===== src/hw/ocp_pkg.sv =====
// package of constants and types for the overload protection control block
package ocp_pkg;

	// ****************************************
	// register byte addresses (word aligned)
	// ****************************************
	localparam logic [4:0] OCP_ADDR_INPUT_SOURCE = 5'h00;
	localparam logic [4:0] OCP_ADDR_DAC_CODE = 5'h04;
	localparam logic [4:0] OCP_ADDR_SWITCH = 5'h08;
	localparam logic [4:0] OCP_ADDR_PROTECT = 5'h0C;
	localparam logic [4:0] OCP_ADDR_GAIN_DEB = 5'h10;
	localparam logic [4:0] OCP_ADDR_AMP_CAL = 5'h14;
	localparam logic [4:0] OCP_ADDR_CMP_CAL = 5'h18;
	localparam logic [4:0] OCP_ADDR_IRQ_STATUS = 5'h1C;

	// ****************************************
	// extra interrupt registers
	// ****************************************
	localparam logic [5:0] OCP_ADDR_IRQ_CLEAR = 6'h20;
	localparam logic [5:0] OCP_ADDR_IRQ_ENABLE = 6'h24;

	// ****************************************
	// field positions
	// ****************************************
	localparam int OCP_BIT_ENABLE = 7;
	localparam int OCP_BIT_HYST = 6;
	localparam int OCP_BIT_DEBOUNCED = 5;
	localparam int OCP_BIT_POLARITY = 4;
	localparam int OCP_BIT_CMP_SRC = 1;
	localparam int OCP_BIT_DAC_REF = 0;
	localparam int OCP_BIT_DOUBLE = 6;
	localparam int OCP_GAIN_LSB = 3;
	localparam int OCP_DEB_LSB = 0;
	localparam int OCP_BIT_CMP_RAW = 7;
	localparam int OCP_BIT_IRQ_PROTECT = 0;

	// ****************************************
	// reset values
	// ****************************************
	localparam logic [7:0] OCP_RST_SWITCH = 8'hC8;
	localparam logic [7:0] OCP_RST_ZERO = 8'h00;
	localparam logic [7:0] OCP_RST_AMP_CAL = 8'h20;
	localparam logic [6:0] OCP_RST_CMP_CAL = 7'h10;

	// ****************************************
	// timing
	// ****************************************
	localparam int OCP_DEB_CNT_W = 7;

	// control outputs travelling to the analog front end
	typedef struct packed {
		logic [1:0] input_pin_select;
		logic [7:0] switch_controls;
		logic [2:0] gain_ratio_select;
		logic ratio_double_enable;
		logic comparator_source_select;
		logic dac_reference_select;
		logic hysteresis_enable;
		logic protect_enable;
		logic [7:0] dac_code;
		logic [7:0] amp_cal;
		logic [6:0] cmp_cal;
	} ocp_analog_type;

endpackage


===== src/hw/ocp_ctrl.sv =====
// overload protection control, debounce and event logic with Avalon-MM registers
`timescale 1ns/10ps

// Notes on behaviour
// rising protect signal sets flag, irq if enabled
// 3-bit gain ratio select drives amplifier
// ratio double bit drives amplifier
// eight switch bits, one turns switch on
// comparator source: zero amplifier, one pin
// dac reference: zero supply, one pin
// enable low forces raw comparator zero
// debounce raw comparator on system clock
// code zero bypass, else 2^n-1 stable cycles
// debounced result is read-only status bit
// polarity one inverts debounced result
// only rising edge raises interrupt request
// writable hysteresis enable bit
// 8-bit dac code from data register
// 2-bit input pin select field
// unimplemented bits read zero
// software pairs S4 or S5 with S7
// amplifier mode set only by switch bits
// flag sticky until software clears it
module ocp_ctrl (
	input wire logic SYS_CLK,
	input wire logic RST,
	input wire logic [3:0] AVS_ADDRESS,
	input wire logic AVS_READ,
	input wire logic AVS_WRITE,
	input wire logic [31:0] AVS_WRITEDATA,
	input wire logic [3:0] AVS_BYTEENABLE,
	output logic [31:0] AVS_READDATA,
	output logic AVS_WAITREQUEST,
	output logic [1:0] AVS_RESPONSE,
	input wire logic CMP_IN,
	output ocp_pkg::ocp_analog_type ANALOG_CTRL,
	output logic IRQ
);
	import ocp_pkg::*;

	// ****************************************
	// registers
	// ****************************************
	logic [1:0] pin_sel_q;
	logic [7:0] dac_code_q;
	logic [7:0] switch_q;
	logic enable_q;
	logic hyst_q;
	logic polarity_q;
	logic cmp_src_q;
	logic dac_ref_q;
	logic double_q;
	logic [2:0] gain_q;
	logic [2:0] deb_sel_q;
	logic [7:0] amp_cal_q;
	logic [6:0] cmp_cal_q;
	logic irq_status_q;
	logic irq_enable_q;
	logic wait_q;
	logic [31:0] rdata_q;
	logic [1:0] resp_q;
	logic irq_q;
	ocp_analog_type analog_q;
	logic [2:0] sync_q;
	logic raw_q;
	logic deb_q;
	logic [OCP_DEB_CNT_W-1:0] deb_cnt_q;
	logic event_prev_q;

	logic [5:0] byte_addr;
	logic wr_go;
	logic rd_go;
	logic wr_lane0;
	logic clear_hit;
	logic mapped;
	logic event_sig;
	logic event_rise;
	logic [OCP_DEB_CNT_W-1:0] deb_limit;

	// decoding used for read and write alike
	function automatic logic addr_mapped(input logic [5:0] a);
		addr_mapped = (a <= {1'b0, OCP_ADDR_IRQ_STATUS}) || (a == OCP_ADDR_IRQ_CLEAR)
			|| (a == OCP_ADDR_IRQ_ENABLE);
	endfunction

	// number of stable cycles for a debounce code, zero meaning bypass
	function automatic logic [OCP_DEB_CNT_W-1:0] deb_cycles(input logic [2:0] code);
		deb_cycles = OCP_DEB_CNT_W'((8'h01 << code) - 8'h01);
	endfunction

	// ****************************************
	// bus slave
	// ****************************************
	// one wait cycle per access: waitrequest drops for exactly one edge
	assign byte_addr = {AVS_ADDRESS, 2'b00};
	assign wr_go = AVS_WRITE && wait_q;
	assign rd_go = AVS_READ && wait_q;
	assign mapped = addr_mapped(byte_addr);
	// a write lands only on the edge that ends the wait, the one the master also sees
	assign wr_lane0 = AVS_WRITE && !wait_q && AVS_BYTEENABLE[0] && mapped;
	assign clear_hit = wr_lane0 && byte_addr == OCP_ADDR_IRQ_CLEAR && AVS_WRITEDATA[OCP_BIT_IRQ_PROTECT];

	// waitrequest straight from a flop, high through reset so nothing is taken early
	always_ff @(posedge SYS_CLK or posedge RST) begin
		if (RST) begin
			wait_q <= 1'b1;
		end else begin
			wait_q <= !(wr_go || rd_go);
		end
	end

	// error code for holes in the map, kept with the answer it belongs to
	always_ff @(posedge SYS_CLK or posedge RST) begin
		if (RST) begin
			resp_q <= 2'h0;
		end else if (wr_go || rd_go) begin
			resp_q <= mapped ? 2'h0 : 2'h3;
		end
	end

	assign AVS_WAITREQUEST = wait_q;
	assign AVS_RESPONSE = resp_q;

	// read data captured at request, stands during the acknowledge edge
	always_ff @(posedge SYS_CLK or posedge RST) begin
		if (RST) begin
			rdata_q <= 32'h00000000;
		end else if (rd_go) begin
			rdata_q <= 32'h00000000;
			unique case (byte_addr)
				{1'b0, OCP_ADDR_INPUT_SOURCE}: rdata_q[1:0] <= pin_sel_q;
				{1'b0, OCP_ADDR_DAC_CODE}: rdata_q[7:0] <= dac_code_q;
				{1'b0, OCP_ADDR_SWITCH}: rdata_q[7:0] <= switch_q;
				{1'b0, OCP_ADDR_PROTECT}: begin
					rdata_q[OCP_BIT_ENABLE] <= enable_q;
					rdata_q[OCP_BIT_HYST] <= hyst_q;
					rdata_q[OCP_BIT_DEBOUNCED] <= deb_q;
					rdata_q[OCP_BIT_POLARITY] <= polarity_q;
					rdata_q[OCP_BIT_CMP_SRC] <= cmp_src_q;
					rdata_q[OCP_BIT_DAC_REF] <= dac_ref_q;
				end
				{1'b0, OCP_ADDR_GAIN_DEB}: rdata_q[6:0] <= {double_q, gain_q, deb_sel_q};
				{1'b0, OCP_ADDR_AMP_CAL}: rdata_q[7:0] <= amp_cal_q;
				{1'b0, OCP_ADDR_CMP_CAL}: rdata_q[7:0] <= {raw_q, cmp_cal_q};
				{1'b0, OCP_ADDR_IRQ_STATUS}: rdata_q[OCP_BIT_IRQ_PROTECT] <= irq_status_q;
				OCP_ADDR_IRQ_ENABLE: rdata_q[OCP_BIT_IRQ_PROTECT] <= irq_enable_q;
				default: rdata_q <= 32'h00000000;
			endcase
		end
	end

	assign AVS_READDATA = rdata_q;

	// ****************************************
	// software control registers
	// ****************************************
	// one process per register keeps each write decode next to the bits it updates
	always_ff @(posedge SYS_CLK or posedge RST) begin
		if (RST) begin
			pin_sel_q <= 2'h0;
		end else if (wr_lane0 && byte_addr == {1'b0, OCP_ADDR_INPUT_SOURCE}) begin
			pin_sel_q <= AVS_WRITEDATA[1:0];
		end
	end

	always_ff @(posedge SYS_CLK or posedge RST) begin
		if (RST) begin
			dac_code_q <= OCP_RST_ZERO;
		end else if (wr_lane0 && byte_addr == {1'b0, OCP_ADDR_DAC_CODE}) begin
			dac_code_q <= AVS_WRITEDATA[7:0];
		end
	end

	always_ff @(posedge SYS_CLK or posedge RST) begin
		if (RST) begin
			switch_q <= OCP_RST_SWITCH;
		end else if (wr_lane0 && byte_addr == {1'b0, OCP_ADDR_SWITCH}) begin
			switch_q <= AVS_WRITEDATA[7:0];
		end
	end

	// bit 5 reads the debounced result and bits 3:2 are holes, so none of them store
	always_ff @(posedge SYS_CLK or posedge RST) begin
		if (RST) begin
			enable_q <= 1'b0;
			hyst_q <= 1'b0;
			polarity_q <= 1'b0;
			cmp_src_q <= 1'b0;
			dac_ref_q <= 1'b0;
		end else if (wr_lane0 && byte_addr == {1'b0, OCP_ADDR_PROTECT}) begin
			enable_q <= AVS_WRITEDATA[OCP_BIT_ENABLE];
			hyst_q <= AVS_WRITEDATA[OCP_BIT_HYST];
			polarity_q <= AVS_WRITEDATA[OCP_BIT_POLARITY];
			cmp_src_q <= AVS_WRITEDATA[OCP_BIT_CMP_SRC];
			dac_ref_q <= AVS_WRITEDATA[OCP_BIT_DAC_REF];
		end
	end

	always_ff @(posedge SYS_CLK or posedge RST) begin
		if (RST) begin
			double_q <= 1'b0;
			gain_q <= 3'h0;
			deb_sel_q <= 3'h0;
		end else if (wr_lane0 && byte_addr == {1'b0, OCP_ADDR_GAIN_DEB}) begin
			double_q <= AVS_WRITEDATA[OCP_BIT_DOUBLE];
			gain_q <= AVS_WRITEDATA[OCP_GAIN_LSB +: 3];
			deb_sel_q <= AVS_WRITEDATA[OCP_DEB_LSB +: 3];
		end
	end

	always_ff @(posedge SYS_CLK or posedge RST) begin
		if (RST) begin
			amp_cal_q <= OCP_RST_AMP_CAL;
		end else if (wr_lane0 && byte_addr == {1'b0, OCP_ADDR_AMP_CAL}) begin
			amp_cal_q <= AVS_WRITEDATA[7:0];
		end
	end

	// the raw comparator bit shares this address but is read-only; only 6:0 store
	always_ff @(posedge SYS_CLK or posedge RST) begin
		if (RST) begin
			cmp_cal_q <= OCP_RST_CMP_CAL;
		end else if (wr_lane0 && byte_addr == {1'b0, OCP_ADDR_CMP_CAL}) begin
			cmp_cal_q <= AVS_WRITEDATA[6:0];
		end
	end

	always_ff @(posedge SYS_CLK or posedge RST) begin
		if (RST) begin
			irq_enable_q <= 1'b0;
		end else if (wr_lane0 && byte_addr == OCP_ADDR_IRQ_ENABLE) begin
			irq_enable_q <= AVS_WRITEDATA[OCP_BIT_IRQ_PROTECT];
		end
	end

	// ****************************************
	// analog control outputs
	// ****************************************
	// registered so the front end never sees decode glitches
	always_ff @(posedge SYS_CLK or posedge RST) begin
		if (RST) begin
			analog_q <= '0;
			analog_q.switch_controls <= OCP_RST_SWITCH;
			analog_q.amp_cal <= OCP_RST_AMP_CAL;
			analog_q.cmp_cal <= OCP_RST_CMP_CAL;
		end else begin
			analog_q.input_pin_select <= pin_sel_q;
			analog_q.switch_controls <= switch_q;
			analog_q.gain_ratio_select <= gain_q;
			analog_q.ratio_double_enable <= double_q;
			analog_q.comparator_source_select <= cmp_src_q;
			analog_q.dac_reference_select <= dac_ref_q;
			analog_q.hysteresis_enable <= hyst_q;
			analog_q.protect_enable <= enable_q;
			analog_q.dac_code <= dac_code_q;
			analog_q.amp_cal <= amp_cal_q;
			analog_q.cmp_cal <= cmp_cal_q;
		end
	end

	assign ANALOG_CTRL = analog_q;

	// ****************************************
	// comparator input and debounce
	// ****************************************
	// three stages; the first is read only by the second
	always_ff @(posedge SYS_CLK or posedge RST) begin
		if (RST) begin
			sync_q <= 3'h0;
		end else begin
			sync_q <= {sync_q[1:0], CMP_IN};
		end
	end

	// level changes once stages two and three agree; disable forces zero
	always_ff @(posedge SYS_CLK or posedge RST) begin
		if (RST) begin
			raw_q <= 1'b0;
		end else if (!enable_q) begin
			raw_q <= 1'b0;
		end else if (sync_q[1] == sync_q[2]) begin
			raw_q <= sync_q[2];
		end
	end

	assign deb_limit = deb_cycles(deb_sel_q);

	// output follows raw once it has differed for deb_limit cycles
	always_ff @(posedge SYS_CLK or posedge RST) begin
		if (RST) begin
			deb_q <= 1'b0;
			deb_cnt_q <= '0;
		end else if (deb_sel_q == 3'h0 || raw_q == deb_q) begin
			deb_q <= raw_q;
			deb_cnt_q <= '0;
		end else if (deb_cnt_q >= deb_limit - OCP_DEB_CNT_W'(1)) begin
			deb_q <= raw_q;
			deb_cnt_q <= '0;
		end else begin
			deb_cnt_q <= deb_cnt_q + OCP_DEB_CNT_W'(1);
		end
	end

	// ****************************************
	// protect event and interrupt
	// ****************************************
	assign event_sig = deb_q ^ polarity_q;
	assign event_rise = event_sig && !event_prev_q;

	always_ff @(posedge SYS_CLK or posedge RST) begin
		if (RST) begin
			event_prev_q <= 1'b0;
		end else begin
			event_prev_q <= event_sig;
		end
	end

	// set wins over a clear in the same cycle
	always_ff @(posedge SYS_CLK or posedge RST) begin
		if (RST) begin
			irq_status_q <= 1'b0;
		end else if (event_rise) begin
			irq_status_q <= 1'b1;
		end else if (clear_hit) begin
			irq_status_q <= 1'b0;
		end
	end

	always_ff @(posedge SYS_CLK or posedge RST) begin
		if (RST) begin
			irq_q <= 1'b0;
		end else begin
			irq_q <= irq_status_q && irq_enable_q;
		end
	end

	assign IRQ = irq_q;

endmodule


===== config.mk =====
export PLATFORM = sky130hd
export DESIGN_NAME = ocp_ctrl
export DESIGN_NICKNAME = d
export VERILOG_FILES = /design/src/hw/ocp_pkg.sv /design/src/hw/ocp_ctrl.sv
export SDC_FILE = /design/constraint.sdc
export NUM_CORES = 1
export LEC_CHECK = 0
export BUFFER_PORTS_ARGS = -buffer_cell sky130_fd_sc_hd__clkbuf_2
export CORE_ASPECT_RATIO = 0.6
export CORE_MARGIN = 2
export CORE_UTILIZATION = 40
export CTS_CLUSTER_DIAMETER = 200
export DETAILED_ROUTE_END_ITERATION = 10
export HOLD_SLACK_MARGIN = 0.05
export SYNTH_ARGS = -nofsm -noshare
export SYNTH_HDL_FRONTEND = slang
export SYNTH_SLANG_ARGS = --single-unit

===== constraint.sdc =====
create_clock -name SYS_CLK -period 5.1 [get_ports SYS_CLK]
set_input_delay 1.02 -clock SYS_CLK [delete_from_list [all_inputs] [get_ports SYS_CLK]]
set_output_delay 1.02 -clock SYS_CLK [all_outputs]
set_load 0.005 [all_outputs]

==> results.md <==
* Most frequent CP cell: ha_1
* Post-Place Cell Area at 0.005140 mm2
* Logic pwr share at 0.133
* Distinct cells, synth at 53
* List of most frequent post-synthesis cells: dfrtp_1 (101), mux2_2 (45), buf_4 (27)
* R2r setup slk at 2.15 ns
* I/O Buffers at 70
* Post-Synth Simple-Gate Area at 0.09754
* CP arrival at 3.18 ns
* Synth Area in XOR/XNOR at 0.01468
* CP max-delay cell: dfrtp_1
* Fin. Hold Viols at 0
* Tot GR Track Use at 0.1741
* Antenna cell count at 0
* Status: complete, no violations
* Placed cell count at 569
* CP max stage delay at 0.49 ns
* Sw power at 531.2 uW
* Area Overhead vs Synth at 13.35%
* Yosys reg bits at 112
* Ports at 122
* Tmin final at 2.948 ns
* # Post-CTS Setup Buffers at 0
* Final core occ at 0.4725
* Number of H-tree levels at 3
* Vias at 2923
* Worst r2r dst: deb_q
* Critical path peak fanout at 10
* Reg2Reg Depth at 9
* Iteration-0 DRC Markers at 193
* CTS tree: built
* Largest family of logic cells by synthesized area: multiplexers
* HP Class: flop to flop
* Hold Path Sink: sync_q[1]
* Worst Tran Pin Value at 0.9374 ns
* DRC violations left at 0
* Clock skew at 0.005674 ns
* Most common cell in the netlist: dfrtp_1
* WL final at 10.65 mm
* Sequential share of power at 0.542
* Mux cell area share after synthesis at 0.1387
* Core area at 0.01145 mm2
* Max-slew violations at 0
* Die X at 145.0 um
* Antenna violations before repair at 0
* Switch share at 0.2655
* Synth area leaders: dfrtp_1 (53%), mux2_2 (11%), dfstp_2 (6.1%)
* Antenna viol nets, final at 0
* Global-route wire length before repair at 16.75 mm
* Die ar. at 0.01285 mm2
* Vias in the first global route at 2809
* Final setup TNS at 0 ns
* Critical path required time at 5.34 ns
* CTS resizes at 0
* Setup violations, final at 0
* Yosys warning total at 0
* Post-route cell area at 0.005409 mm2
* Post-synth ARST share at 1.000
* Mapped Avg Cell Area at 13.37 um2
* Drt pass-1 iters at 4
* Crit end category: flop
* Netlist Area Pre-Place at 0.004772 mm2
* WL per Instance at 18.23 um
* Post-synthesis cell count at 357
* Number of flops mapped to enable cells by yosys at 0
* Setup crit start kind: flop
* Cell type with the largest total area after synthesis: dfrtp_1
* Peak VDD IR at 0.1778 mV
* Relative slew slack at 0.3751
* Worst Min Path Start: sync_q[0]
* Clock buffer depth at 2
* WHS Path Cells at 0
* Via/cell ratio at 5.005
* Clk root buf: clkbuf_16
* CTS Buf Count at 9
* Share of layout cells above drive strength 1 at 0.3750
* PwrDens at 369.8 mW/mm2
* Final RePlAce weighted congestion at 0.8237
* RSZ-0062 raised after global routing: false
* Num rows at 30
* Main synth FF type: dfrtp_1
* CTS Hold Buffers Added at 0
* Worst-path clk slew at 0.07 ns
* Die Y at 88.61 um
* FMAX at 339.2 MHz
* Post-DP HPWL at 7.427 mm
* Final period utilization at 0.5780
* Share of the yosys chip area belonging to registers at 0.5902
* Initial Utilization at 0.4168
* Synth top area share at 0.5296
* CTS sink cnt at 112
* Largest net degree at the start of global routing at 78
* R2R Path Start: deb_sel_q[2]
* Fin nets at 474
* Grt total ovfl at 0
* Synth Area in Adders at 0.02360
* Worst-Skew Late Latency at 0.35 ns
* CP cell instances: nand2b_1 > or2_2 > ha_1 > nor4bb_1 > a21oi_1 > ha_1 > nand4_1 > o211ai_2 > mux2_2
* Leakage at 2.676 nW
* Pint at 1.469 mW
* Clk pwr share at 0.325
* Compound-Gate Fraction of Synth Area at 0.07132
* Max-cap violations at 0
* CP Class: flop to flop
* Final std cells w/o fill at 584
==> through the flow <==
step	hold WS [ns]	power, mW	worst slack (ns)
final	0.3520	2.000	2.152
after global placement	0.3347	1.355	1.995
after global routing	0.3731	2.099	2.046
after floorplan	0.3312	1.256	1.139
after detailed placement	0.3381	1.368	1.942
after CTS	0.3549	2.020	2.176
==> state kept, by name, summed over array words and instances (netlist names), 2 cells and up <==
register      flops
ANALOG_CTRL      41
sync_q            3
amp_cal_q         8
deb_sel_q         3
switch_q          8
dac_code_q        8
cmp_cal_q         7
AVS_READDATA      8
deb_cnt_q         7
gain_q            3
pin_sel_q         2
==> routing by layer <==
| layer | up-vias | global-route usage | routed length [um] |
|---|---|---|---|
| li1 | 1335 | - | - |
| met5 | - | 0 | 0 |
| met1 | 1478 | 0.2708 | 5591 |
| met4 | 0 | 0.05131 | 117 |
| met3 | 11 | 0.04485 | 608 |
| met2 | 99 | 0.2368 | 4331 |
==> how the worst max path moves through the flow <==
stage	start	end	slack, ns
after floorplan	RST	ANALOG_CTRL[0]	1.14
after global placement	AVS_ADDRESS[0]	amp_cal_q[4]	1.99
after detailed placement	AVS_ADDRESS[0]	amp_cal_q[2]	1.94
after CTS	deb_sel_q[2]	deb_q	2.18
after global routing	deb_sel_q[2]	deb_q	2.05
final	deb_sel_q[2]	deb_q	2.15
==> cell type report <==
type,count,area [um2]
clock buffers,9,225.2
clock inverters,6,43.79
fillers,1063,6040
inverters,6,25.02
multi-input cells,220,1740
flip-flops and latches,112,2816
well taps,160,200.2
repair buffers,71,357.8
==> critical path: cells and delay by family, from the launching register on <==
kind | cells | cell delay (ns)
compound gates | 2 | 0.50
fa+ha+maj | 2 | 0.56
flops | 1 | 0.49
mux | 1 | 0.38
simple gates | 4 | 0.92
==> power groups by stage <==
stage | Combinational [mW] | Clock (mW) | Sequential [mW]
CTS | 0.270 | 0.666 | 1.08
global placement | 0.260 | 0 | 1.10
detailed placement | 0.269 | 0 | 1.10
global route | 0.297 | 0.703 | 1.10
finish | 0.266 | 0.650 | 1.08
floorplan | 0.180 | 0 | 1.08
==> kinds of logic after synthesis <==
kind of cell	count (synthesis)
AOI/OAI and AO/OA	47
other	1
buffers and inverters	48
and+or+nand+nor	75
adders and majority gates	9
DFF	112
muxes	57
xor gates and xnor gates	8
==> placed cells by master (no fill, tap or decap), drive strengths merged, types with 4 or more instances in the layout <==
cell and n:
inv 8, nand2b 4, a211oi 5, dfstp 11, clkbuf 79, nand3b 11
a21oi 7, and3 5, nand2 15, xnor2 4, mux2i 5, nor3 4
conb 24, dfrtp 101, nand3 5, o21ai 10, xor2 4, ha 9
mux2 52, nor2 14, a221oi 4
Power figures use the tool's default switching activity.
